$ cat config.mk
export PLATFORM = sky130hd
export DESIGN_NAME = vmps_sequencer
export DESIGN_NICKNAME = d
export VERILOG_FILES = /design/src/vmps_pkg.sv /design/src/vmps_sequencer.sv
export SDC_FILE = /design/constraint.sdc
export NUM_CORES = 1
export LEC_CHECK = 0
export ABC_CLOCK_PERIOD_IN_PS = 6900
export BUFFER_PORTS_ARGS = -buffer_cell sky130_fd_sc_hd__buf_2
export CAP_MARGIN = 20
export CORE_ASPECT_RATIO = 1.1
export CORE_UTILIZATION = 59
export DETAILED_ROUTE_END_ITERATION = 10
export GPL_TIMING_DRIVEN = 0
export PLACE_DENSITY = 0.88
export SLEW_MARGIN = 20
export SYNTH_ARGS = -nofsm -noshare
export SYNTH_HDL_FRONTEND = slang
export SYNTH_SLANG_ARGS = --single-unit
$ cat constraint.sdc
create_clock -name CLK_SYS_I -period 6.9 [get_ports CLK_SYS_I]
set_input_delay 1.38 -clock CLK_SYS_I [delete_from_list [all_inputs] [get_ports CLK_SYS_I]]
set_output_delay 1.38 -clock CLK_SYS_I [all_outputs]
set_load 0.01 [all_outputs]
$ cat src/vmps_pkg.sv
// Package: constants and types for the mode and power sequencer
package vmps_pkg;
   // ----------------------------------------
   // Widths
   // ----------------------------------------
   localparam int VID_W = 6;
   localparam int TGT_W = 8;
   localparam int OFS_W = 8;
   localparam int CNT_W = 8;
   // ----------------------------------------
   // Slew-clock counts
   // ----------------------------------------
   localparam int DISABLE_TICKS  = 32;
   localparam int SKIP_TICKS     = 32;
   localparam int SKIP_TICKS_ALT = 30;
   // Slew oscillator range, informative only (resistor set, outside this logic)
   localparam int SLEW_NOM_KHZ = 320;
   localparam int SLEW_MIN_KHZ = 64;
   localparam int SLEW_MAX_KHZ = 640;
   // ----------------------------------------
   // Power-up delay
   // ----------------------------------------
   localparam int CLK_PERIOD_NS = 100;
   localparam int PU_DELAY_NS   = 3000000;
   localparam int PU_DELAY_CYC  = (PU_DELAY_NS + CLK_PERIOD_NS - 1) / CLK_PERIOD_NS;
   localparam int PU_W          = 16;
   // ----------------------------------------
   // Four-level pin codes and switching frequency
   // ----------------------------------------
   localparam logic [1:0] LVL_GND  = 2'h0;
   localparam logic [1:0] LVL_REF  = 2'h1;
   localparam logic [1:0] LVL_OPEN = 2'h2;
   localparam logic [1:0] LVL_VCC  = 2'h3;
   localparam logic [9:0] FSW_GND_KHZ  = 10'h3e8;
   localparam logic [9:0] FSW_REF_KHZ  = 10'h226;
   localparam logic [9:0] FSW_OPEN_KHZ = 10'h12c;
   localparam logic [9:0] FSW_VCC_KHZ  = 10'h0c8;
   // ----------------------------------------
   // Types
   // ----------------------------------------
   typedef enum logic [1:0] {
      ST_OFF  = 2'b00,
      ST_BOOT = 2'b01,
      ST_RUN  = 2'b10,
      ST_DOWN = 2'b11
   } vmps_state_t;

   typedef struct packed {
      logic             shutdown_n;
      logic             sys_pg;
      logic             deep_sleep_n;
      logic             suspend_select;
      logic             in_reg;
      logic             amp_near_vcc;
      logic             slew_clk;
      logic [1:0]       on_time;
      logic [VID_W-1:0] susp;
      logic [VID_W-1:0] boot;
      logic [VID_W-1:0] vid;
      logic [OFS_W-1:0] ofs_plus;
      logic [OFS_W-1:0] ofs_minus;
   } vmps_pins_t;
endpackage

$ cat src/vmps_sequencer.sv
// Module: mode select, target slewing, driver disable, fault and power-good logic
// Function
// - Deep-sleep low adds plus-minus offset to the target.
// - After deep-sleep settle, 32 slew ticks then driver disable low, later skip.
// - Suspend slews to suspend level; disable after 32 ticks, skip 32 later.
// - The second delay, disable to skip, is a parameter.
// - Driver disable is a logic output, low parks slave drivers.
// - Voltage-ID is six bits, bit 0 least significant, no pull-ups.
// - In run without suspend the target follows the voltage-ID code; off and ramp-down take zero.
// - Suspend high takes target from the three four-level suspend pins.
// - Boot mode takes target from the three four-level boot pins.
// - Low-side gate forced high when powered down or on fault.
// - Falling system power-good shuts down and sets the fault latch.
// - After transitions, in regulation, power-good is released.
// - Power-good is held high while slewing in run, held low while slewing in boot.
// - Power-good is held low while shut down.
// - Power-good follows system power-good, with 3ms power-up delay.
// - Clock enable asserted in run while slewing, or with system good and output in regulation.
// - Clock enable held low during voltage transitions in run, high during boot.
// - Slew clock from resistor oscillator, 64kHz to 640kHz.
// - On-time pin decodes to 1000, 550, 300 or 200kHz.
// - Amplifier inverting input near supply disables the amplifier.
// - Shutdown ramps the target down at the slew rate.
module vmps_sequencer #(
   parameter int SKIP_TICKS   = vmps_pkg::SKIP_TICKS,
   parameter int PU_DELAY_CYC = vmps_pkg::PU_DELAY_CYC
) (
   input  wire logic                       CLK_SYS_I,
   input  wire logic                       RSTN_I,
   input  wire logic                       SHUTDOWN_N_I,
   input  wire logic                       SYSTEM_POWER_GOOD_IN_I,
   input  wire logic                       DEEP_SLEEP_N_I,
   input  wire logic                       SUSPEND_SELECT_I,
   input  wire logic                       FEEDBACK_IN_REG_I,
   input  wire logic                       AMP_INV_NEAR_VCC_I,
   input  wire logic                       SLEW_CLK_I,
   input  wire logic [1:0]                 ON_TIME_SELECT_I,
   input  wire logic [vmps_pkg::VID_W-1:0] SUSPEND_CODE_PINS_I,
   input  wire logic [vmps_pkg::VID_W-1:0] BOOT_CODE_PINS_I,
   input  wire logic [vmps_pkg::VID_W-1:0] VID_CODE_I,
   input  wire logic [vmps_pkg::OFS_W-1:0] OFFSET_PLUS_I,
   input  wire logic [vmps_pkg::OFS_W-1:0] OFFSET_MINUS_I,
   output logic      [vmps_pkg::TGT_W-1:0] TARGET_O,
   output logic                            DRIVER_DISABLE_N_O,
   output logic                            SKIP_ALLOW_O,
   output logic                            LOW_SIDE_GATE_O,
   output logic                            REG_PGOOD_OUT_O,
   output logic                            REG_PGOOD_OE_O,
   output logic                            CLOCK_ENABLE_N_O,
   output logic                            FAULT_O,
   output logic      [9:0]                 SWITCH_FREQ_KHZ_O,
   output logic                            AMP_ENABLE_O
);
   localparam int TOTAL = vmps_pkg::DISABLE_TICKS + SKIP_TICKS;

   vmps_pkg::vmps_pins_t  raw, s1, s2, s3, pin;
   vmps_pkg::vmps_state_t state;
   logic                       tick_prev, pg_prev, fault, slewing, tick, restart;
   logic                       lp_req;
   logic [vmps_pkg::TGT_W-1:0] target, goal, vid_tgt, goal_prev;
   logic [vmps_pkg::CNT_W-1:0] lp_cnt;
   logic [vmps_pkg::PU_W-1:0]  pu_cnt;
   logic [1:0]                 mode_prev;
   logic                       pu_done;

   // Offset sum clamped into the target range
   function automatic logic [vmps_pkg::TGT_W-1:0] add_ofs(
      input logic [vmps_pkg::VID_W-1:0] v,
      input logic [vmps_pkg::OFS_W-1:0] p,
      input logic [vmps_pkg::OFS_W-1:0] m);
      logic signed [10:0] s;
      s = $signed({5'h00, v}) + $signed({3'h0, p}) - $signed({3'h0, m});
      if (s < 0) return '0;
      if (s > 11'sh0ff) return '1;
      return s[vmps_pkg::TGT_W-1:0];
   endfunction

   // ----------------------------------------
   // Pin synchronisers
   // ----------------------------------------
   assign raw = '{SHUTDOWN_N_I, SYSTEM_POWER_GOOD_IN_I, DEEP_SLEEP_N_I, SUSPEND_SELECT_I,
                  FEEDBACK_IN_REG_I, AMP_INV_NEAR_VCC_I, SLEW_CLK_I, ON_TIME_SELECT_I,
                  SUSPEND_CODE_PINS_I, BOOT_CODE_PINS_I, VID_CODE_I, OFFSET_PLUS_I,
                  OFFSET_MINUS_I};

   // A bit changes only once stages two and three agree
   always_ff @(posedge CLK_SYS_I) begin
      if (!RSTN_I) begin
         s1  <= '0;
         s2  <= '0;
         s3  <= '0;
         pin <= '0;
      end else begin
         s1  <= raw;
         s2  <= s1;
         s3  <= s2;
         pin <= (s3 & ~(s2 ^ s3)) | (pin & (s2 ^ s3));
      end
   end

   // Slew clock edge becomes a one-cycle tick
   always_ff @(posedge CLK_SYS_I) begin
      if (!RSTN_I) begin
         tick_prev <= 1'b0;
         pg_prev   <= 1'b0;
      end else begin
         tick_prev <= pin.slew_clk;
         pg_prev   <= pin.sys_pg;
      end
   end
   assign tick = pin.slew_clk & ~tick_prev;

   // ----------------------------------------
   // Target selection
   // ----------------------------------------
   always_comb begin
      vid_tgt = pin.deep_sleep_n ? {2'h0, pin.vid}
              : add_ofs(pin.vid, pin.ofs_plus, pin.ofs_minus);
      unique case (state)
         vmps_pkg::ST_BOOT: goal = {2'h0, pin.boot};
         vmps_pkg::ST_RUN:  goal = pin.suspend_select ? {2'h0, pin.susp} : vid_tgt;
         vmps_pkg::ST_OFF, vmps_pkg::ST_DOWN: goal = '0;
      endcase
   end
   assign slewing = (target != goal);

   // ----------------------------------------
   // Fault latch and state
   // ----------------------------------------
   // Set beats clear, so a fall during a shutdown toggle is kept
   always_ff @(posedge CLK_SYS_I) begin
      if (!RSTN_I) begin
         fault <= 1'b0;
      end else if (pg_prev && !pin.sys_pg) begin
         fault <= 1'b1;
      end else if (!pin.shutdown_n) begin
         fault <= 1'b0;
      end
   end

   always_ff @(posedge CLK_SYS_I) begin
      if (!RSTN_I || fault) begin
         state <= vmps_pkg::ST_OFF;
      end else begin
         unique case (state)
            vmps_pkg::ST_OFF: begin
               if (pin.shutdown_n) state <= vmps_pkg::ST_BOOT;
            end
            vmps_pkg::ST_BOOT: begin
               if (!pin.shutdown_n) state <= vmps_pkg::ST_DOWN;
               else if (!slewing && pu_done) state <= vmps_pkg::ST_RUN;
            end
            vmps_pkg::ST_RUN: begin
               if (!pin.shutdown_n) state <= vmps_pkg::ST_DOWN;
            end
            vmps_pkg::ST_DOWN: begin
               if (target == '0) state <= vmps_pkg::ST_OFF;
            end
         endcase
      end
   end

   // One code step per slew tick; a fault drops the target at once
   always_ff @(posedge CLK_SYS_I) begin
      if (!RSTN_I || fault || state == vmps_pkg::ST_OFF) begin
         target <= '0;
      end else if (tick && target < goal) begin
         target <= target + 8'h01;
      end else if (tick && target > goal) begin
         target <= target - 8'h01;
      end
   end

   always_ff @(posedge CLK_SYS_I) begin
      if (!RSTN_I || state == vmps_pkg::ST_OFF) begin
         pu_cnt <= '0;
      end else if (!pu_done) begin
         pu_cnt <= pu_cnt + 16'h0001;
      end
   end
   assign pu_done = (32'(pu_cnt) >= PU_DELAY_CYC);

   // ----------------------------------------
   // Driver disable and pulse skipping
   // ----------------------------------------
   assign lp_req  = (state == vmps_pkg::ST_RUN) && (pin.suspend_select || !pin.deep_sleep_n) && !slewing;
   assign restart = !lp_req || goal != goal_prev
                    || mode_prev != {pin.suspend_select, pin.deep_sleep_n};

   always_ff @(posedge CLK_SYS_I) begin
      if (!RSTN_I) begin
         goal_prev <= '0;
         mode_prev <= 2'h0;
      end else begin
         goal_prev <= goal;
         mode_prev <= {pin.suspend_select, pin.deep_sleep_n};
      end
   end

   always_ff @(posedge CLK_SYS_I) begin
      if (!RSTN_I || restart) begin
         lp_cnt <= '0;
      end else if (tick && 32'(lp_cnt) < TOTAL) begin
         lp_cnt <= lp_cnt + 8'h01;
      end
   end

   // Disable goes low at 32 ticks, skip after the further parameter count
   always_ff @(posedge CLK_SYS_I) begin
      if (!RSTN_I) begin
         DRIVER_DISABLE_N_O <= 1'b1;
         SKIP_ALLOW_O       <= 1'b0;
      end else begin
         DRIVER_DISABLE_N_O <= restart || 32'(lp_cnt) < vmps_pkg::DISABLE_TICKS;
         SKIP_ALLOW_O       <= !restart && 32'(lp_cnt) >= TOTAL;
      end
   end

   // ----------------------------------------
   // Status outputs
   // ----------------------------------------
   // Power-good released only in run: held off through boot and ramp-down
   always_ff @(posedge CLK_SYS_I) begin
      if (!RSTN_I) begin
         REG_PGOOD_OE_O   <= 1'b1;
         CLOCK_ENABLE_N_O <= 1'b1;
         LOW_SIDE_GATE_O  <= 1'b1;
      end else begin
         REG_PGOOD_OE_O <= !(state == vmps_pkg::ST_RUN
                           && (slewing
                               || (pin.in_reg && pin.sys_pg && pu_done)));
         CLOCK_ENABLE_N_O <= !(state == vmps_pkg::ST_RUN
                             && (slewing
                                 || (pin.in_reg && pin.sys_pg && pu_done)));
         LOW_SIDE_GATE_O <= (state == vmps_pkg::ST_OFF) || fault;
      end
   end

   always_ff @(posedge CLK_SYS_I) begin
      if (!RSTN_I) begin
         SWITCH_FREQ_KHZ_O <= vmps_pkg::FSW_GND_KHZ;
         AMP_ENABLE_O      <= 1'b0;
      end else begin
         unique case (pin.on_time)
            vmps_pkg::LVL_GND:  SWITCH_FREQ_KHZ_O <= vmps_pkg::FSW_GND_KHZ;
            vmps_pkg::LVL_REF:  SWITCH_FREQ_KHZ_O <= vmps_pkg::FSW_REF_KHZ;
            vmps_pkg::LVL_OPEN: SWITCH_FREQ_KHZ_O <= vmps_pkg::FSW_OPEN_KHZ;
            vmps_pkg::LVL_VCC:  SWITCH_FREQ_KHZ_O <= vmps_pkg::FSW_VCC_KHZ;
         endcase
         AMP_ENABLE_O <= !pin.amp_near_vcc;
      end
   end

   assign TARGET_O        = target;
   assign FAULT_O         = fault;
   assign REG_PGOOD_OUT_O = 1'b0;
endmodule

==> flow_summary.ini, run 1 <==
[logic_synthesis]
ys_warn_count = 0
synth_seq_cells = 231
ys.flop_type = dfxtp_1
netlist_area_sq_mm = 0.008671
syn_area_per_cell_sq_um = 9.864
synth.largest_area_cell = dfxtp_1
async_reset_ff_share_pct = 0
yosys.cell_types.count = 56
yosys.area.top_type_share_pct = 53.33
synth_cells = 879
seq_area_frac_synth_pct = 53.33
synth_edf_count = 0
synth_area_leaders = dfxtp_1 (53%), and2_1 (9.8%), ha_1 (5.6%)

[clock_network]
hold_buffers = 0
clk_pin_slew_ns = 0.07
cts_root_buf = clkbuf_16
clockBufferDepth = 3
clk_latency_ns = 0.50
post_cts_buffers = 0
cts_max_level = 1
post_cts_resized = 0
clock_sinks = 231
cts_buffers = 22
cts_tree = yes

[sta]
skew_ns = 0.01292
fmax_mhz = 159.2
fin_hold_ws_ns = 0.4313
finalMaxSlewViolations = 0
setup_viol = 0
final_hold_viol_count = 0
fin_tns_setup_ns = 0
tightestPinTransition_ns = 0.7874
fin_crit_sh_pct = 91.06
fin_crit_ns = 6.283
relSlewSlack_pct = 47.15
rsz0062_at_grt = no

[power]
max-vdd-ir-drop_mv = 0.2012
power_mw = 2.747
p_leak_nw = 3.886
powerDensity_mw_per_mm2 = 274.7

[cells_and_area]
syn_to_final_growth_pct = 15.35
finish.utilization_pct = 69.51
fin_area_sq_mm = 0.01000
drive_above_1_share_pct = 12.17
n_antenna_cell = 0
fin_nets = 1063

[worst_hold_path]
hp-class = flop to flop
whs_path_depth = 1

[worst_setup_path]
critical_path_arrival_ns = 6.68
cp-end-kind = flop
startpoint_type = flop
critical_path_class = flop to flop
crit_fanout = 11
crit_required_ns = 7.30
reg2reg_depth = 23

[routing]
met3WireLength_um = 672
drc = 0
num_vias = 6131
wl_per_cell_um = 13.78
drtIter0Drc = 368
top_layer = met4
routed_wl_um = 16230
wl_met2_um = 8168
viasPerCell = 5.205
postRouteAntennaNets = 0
met1Wirelength_um = 6879
drtPass1Iterations = 5

[floorplan]
start_util_pct = 60.26
die_w_um = 117.6
rows = 46
die_h_um = 129.1
io_pins = 71
coreArea_sq_mm = 0.01439
dieArea_sq_mm = 0.01519

[global_routing]
track_usage_pct = 21.90
overflow = 0
grt_pass1_wl_um = 27050
grt_max_degree = 16
antenna_found_initial = 0
grt_pass1_vias = 5943

[status]
status = complete, no violations

[job]
drv_cap = 0

[place]
hpwl_um = 11390
gp_congestion = 0.8674
io_buffers = 66
placed_cell_area_sq_mm = 0.009249
where the power goes:
group | switching, mW | internal, mW
Clock | 0.486 | 0.739
Sequential | 0.0184 | 1.37
Combinational | 0.0769 | 0.0566
Total | 0.581 | 2.17
per-layer routing:
| metal | track usage [%] | vias up |
|---|---|---|
| met3 | 3.477 | 44 |
| met1 | 25.04 | 2851 |
| met5 | 0 | - |
| li1 | - | 3095 |
| met4 | 10.56 | 0 |
| met2 | 40.27 | 141 |
worst max-delay path, cell delays in order, from the launching register on:
cell	delay (ns)
dfxtp_1	0.35
inv_1	0.08
fa_1	0.54
fa_1	0.49
a211oi_2	0.28
o21ai_2	0.14
a2111oi_4	0.56
nor2_1	0.15
a41oi_1	0.37
inv_1	0.12
ha_1	0.30
o21ai_0	0.07
nand2b_1	0.07
a21oi_1	0.07
o21ai_1	0.62
ha_1	0.37
a21o_1	0.17
a21oi_1	0.21
nor2b_1	0.07
o21a_1	0.19
o41ai_1	0.38
nor2_1	0.08
a21oi_1	0.15
mux2_2	0.34
metrics by stage:
step	instances	setup WS, ns
after global routing	1178	0.1712
after detailed placement	1139	0.3451
after CTS	1178	0.3171
after floorplan	881	1.052
after global placement	1139	0.4334
final	1178	0.6169
cell usage after synthesis, drive strengths merged, types with 3 or more instances:
cell type and count:
dfxtp 231, and2 136, nand2 65, o21ai 59, a21oi 56, nor2 53
inv 45, ha 39, clkbuf 27, xnor2 27, nor3 22, xor2 10
fa 8, nand2b 8, nand3 8, mux2i 7, a21o 6, nor2b 6
a211oi 5, buf 5, nand4 5, nor4 5, or3 5, o211ai 4
o22ai 4, a22oi 3, a31oi 3, a41oi 3, or2 3
layout by cell type (no fill, tap or decap), types with 7 or more instances in the layout:
master	count
clkbuf_1	31
dfxtp_1	231
and2_1	136
o21ai_0	56
a21oi_1	56
inv_1	44
mux2i_1	7
nand3_1	8
xnor2_1	27
xor2_1	10
buf_2	66
clkbuf_16	23
nand2b_1	8
ha_1	39
nand2_1	65
nor2_1	53
nor3_1	22
fa_1	8
path summary, 6_finish.rpt:
kind         startpoint          end  slack (ns)
max                flop  TARGET_O[7]        0.62
max reg2reg        flop  TARGET_O[7]        0.62
min              s1[10]       s2[10]        0.43
min reg2reg      s1[10]       s2[10]        0.43
final cells by class:
class / instances / area [sq um]
plain buffers: 32 / 138.9
clock buffers: 32 / 659.4
clock inverters: 7 / 93.84
fillers: 1055 / 4387
inverters: 45 / 168.9
multi-input cells: 573 / 3746
flip-flops and latches: 231 / 4624
well taps: 192 / 240.2
repair buffers: 66 / 330.3
logic make-up after synthesis:
kind of cell	Yosys count	share of synthesized area (%)
xor gates and xnor gates	37	3.737
adders and majority gates	47	7.475
AOI/OAI and AO/OA	158	11.23
DFF	231	53.33
muxes	8	0.9380
other	1	0.04325
and+or+nand+nor	320	19.70
buffers and inverters	77	3.550
No activity file was read; power rests on OpenSTA's default activity.
==> run 2: changes to the inputs <==
--- a/config.mk
+++ b/config.mk
@@ -8,7 +8,7 @@
 export ABC_CLOCK_PERIOD_IN_PS = 6900
 export BUFFER_PORTS_ARGS = -buffer_cell sky130_fd_sc_hd__buf_2
 export CAP_MARGIN = 20
-export CORE_ASPECT_RATIO = 1.1
+export CORE_ASPECT_RATIO = 1.25
 export CORE_UTILIZATION = 59
 export DETAILED_ROUTE_END_ITERATION = 10
 export GPL_TIMING_DRIVEN = 0
==> run 2 against run 1 <==
  * Final area about the same
  * Core utilization increased by 0.16 points
  * Non-clock buffer count increased by 1
  * Highest routed layer unchanged
  * First-iteration DRC count increased by 6.3%
  * Clock power about the same
==> flow_summary.ini, run 2 (same netlist as run 1, synthesis figures left out) <==
[worst_setup_path]
critical_path_class = flop to flop
cp-end-kind = flop
crit_required_ns = 7.29
cp_common_cell = a21o_1
cp_cell_sequence = inv_1 > fa_1 > fa_1 > a211oi_2 > o21ai_2 > a2111oi_4 > nor2_1 > a41oi_1 > inv_1 > ha_1 > a21o_1 > a21o_1 > a211oi_1 > o21ai_0 > ha_1 > a21o_1 > a21oi_1 > nor2b_1 > o21a_1 > o41ai_1 > nor2_1 > a21oi_1 > mux2_2
max_stage_delay_ns = 0.57
critical_path_arrival_ns = 6.84
cpMaxStageDelayCell = a2111oi_4
crit_fanout = 6
startpoint_type = flop
crit_buf_inv = 2
cpLargestDelayFamily = compound AO/OA/AOI/OAI gates

[routing]
routed_wl_um = 17380
drtPass1Iterations = 5
drtIter0Drc = 391
viasPerCell = 5.425
drc = 0
postRouteAntennaNets = 0
num_vias = 6320
wl_per_cell_um = 14.92

[floorplan]
die_h_um = 137.5
io_pins = 71
start_util_pct = 60.44
dieArea_sq_mm = 0.01519
coreArea_sq_mm = 0.01435
die_w_um = 110.4
rows = 49

[sta]
rsz0062_at_grt = no
fin_crit_ns = 6.454
setup_slack_ns = 0.4460
tightestPinTransition_ns = 0.8370
setup_viol = 0
relSlewSlack_pct = 43.83
final_hold_viol_count = 0
fin_tns_setup_ns = 0
fmax_mhz = 154.9
fin_crit_sh_pct = 93.54
skew_ns = 0.01788
finalMaxSlewViolations = 0

[clock_network]
cts_tree = yes
hold_buffers = 0
post_cts_buffers = 0
cts_buffers = 22
clockBufferDepth = 3
cts_root_buf = clkbuf_16
clock_sinks = 231
cts_max_level = 1
clk_pin_slew_ns = 0.07
post_cts_resized = 0
clk_latency_ns = 0.50

[job]
drv_cap = 0

[cells_and_area]
fill_cells = 1016
n_antenna_cell = 0
drive_above_1_share_pct = 12.26
final-seq-area_sq_mm = 0.004624
fin_nets = 1064
multi_input_area_sq_mm = 0.003746
syn_to_final_growth_pct = 15.28
final_cell_mix = dfxtp_1 (231), and2_1 (136), buf_2 (66), nand2_1 (65), o21ai_0 (57)
final_common_cell = dfxtp_1

[power]
p_leak_nw = 3.894
max-vdd-ir-drop_mv = 0.2372
powerDensity_mw_per_mm2 = 276.8

[status]
status = complete, no violations

[global_routing]
grt_pass1_wl_um = 28570
antenna_found_initial = 0
overflow = 0
grt_pass1_vias = 6189
track_usage_pct = 22.98
grt_max_degree = 16

[place]
io_buffers = 66
hpwl_um = 11460
gp_congestion = 0.8537
dp_slack_ns = 0.6398

[worst_hold_path]
hp-class = flop to flop
## run 2: cell count changes in the layout (fill, tap and decap cells not counted)
| cell | before | now |
|---|---|---|
| clkbuf_8 | 5 | 2 |
| clkinv_4 | 0 | 2 |
| buf_4 | 5 | 6 |
| bufinv_16 | 2 | 3 |
| clkinv_2 | 2 | 3 |
| clkinvlp_4 | 2 | 1 |
| o21ai_0 | 56 | 57 |
| o21ai_1 | 2 | 1 |
## run 2: power by group
| part | switching [mW] | internal [mW] | leakage, nW |
|---|---|---|---|
| logic | 0.0778 | 0.0563 | 1.64 |
| clock network | 0.497 | 0.747 | 0.370 |
| registers | 0.0189 | 1.37 | 1.88 |
## run 2: path summary, 6_finish.rpt
kind	slack [ns]	depth (start not counted)	start	end
worst max-delay path	0.45	23	flop	TARGET_O[7]
worst min-delay path	0.43	1	s1[33]	s2[33]
worst max register to register	0.45	23	flop	TARGET_O[7]
worst min register to register	0.43	1	s1[33]	s2[33]
## run 2: area by class of cell
type / instances / area share, %
clock buffers: 29 / 6.184
plain buffers: 32 / 1.389
multi-input cells: 573 / 37.48
well taps: 178 / 2.228
repair buffers: 67 / 3.380
flip-flops and latches: 231 / 46.26
clock inverters: 10 / 1.389
inverters: 45 / 1.690
## run 2: metrics by stage
stage	cell area [sq um]	power (mW)	util (%)	cells	hold WS [ns]
finish	9996	2.767	69.68	1165	0.4286
global placement	9231	1.543	64.35	1125	0.4151
global route	9996	2.853	69.68	1165	0.4404
CTS	9996	2.779	69.68	1165	0.4308
detailed placement	9239	1.550	64.40	1126	0.4169
floorplan	8678	1.505	-	881	0.4094
## run 2: routing by layer
| metal | vias up | share of wire (%) | routed length (um) | GRT usage (%) |
|---|---|---|---|---|
| met5 | - | 0 | 0 | 0 |
| met4 | 0 | 4.3 | 752 | 11.33 |
| met3 | 60 | 4.2 | 734 | 3.080 |
| met2 | 192 | 50 | 8751 | 43.51 |
| met1 | 2979 | 41 | 7139 | 25.34 |
| li1 | 3089 | - | - | - |
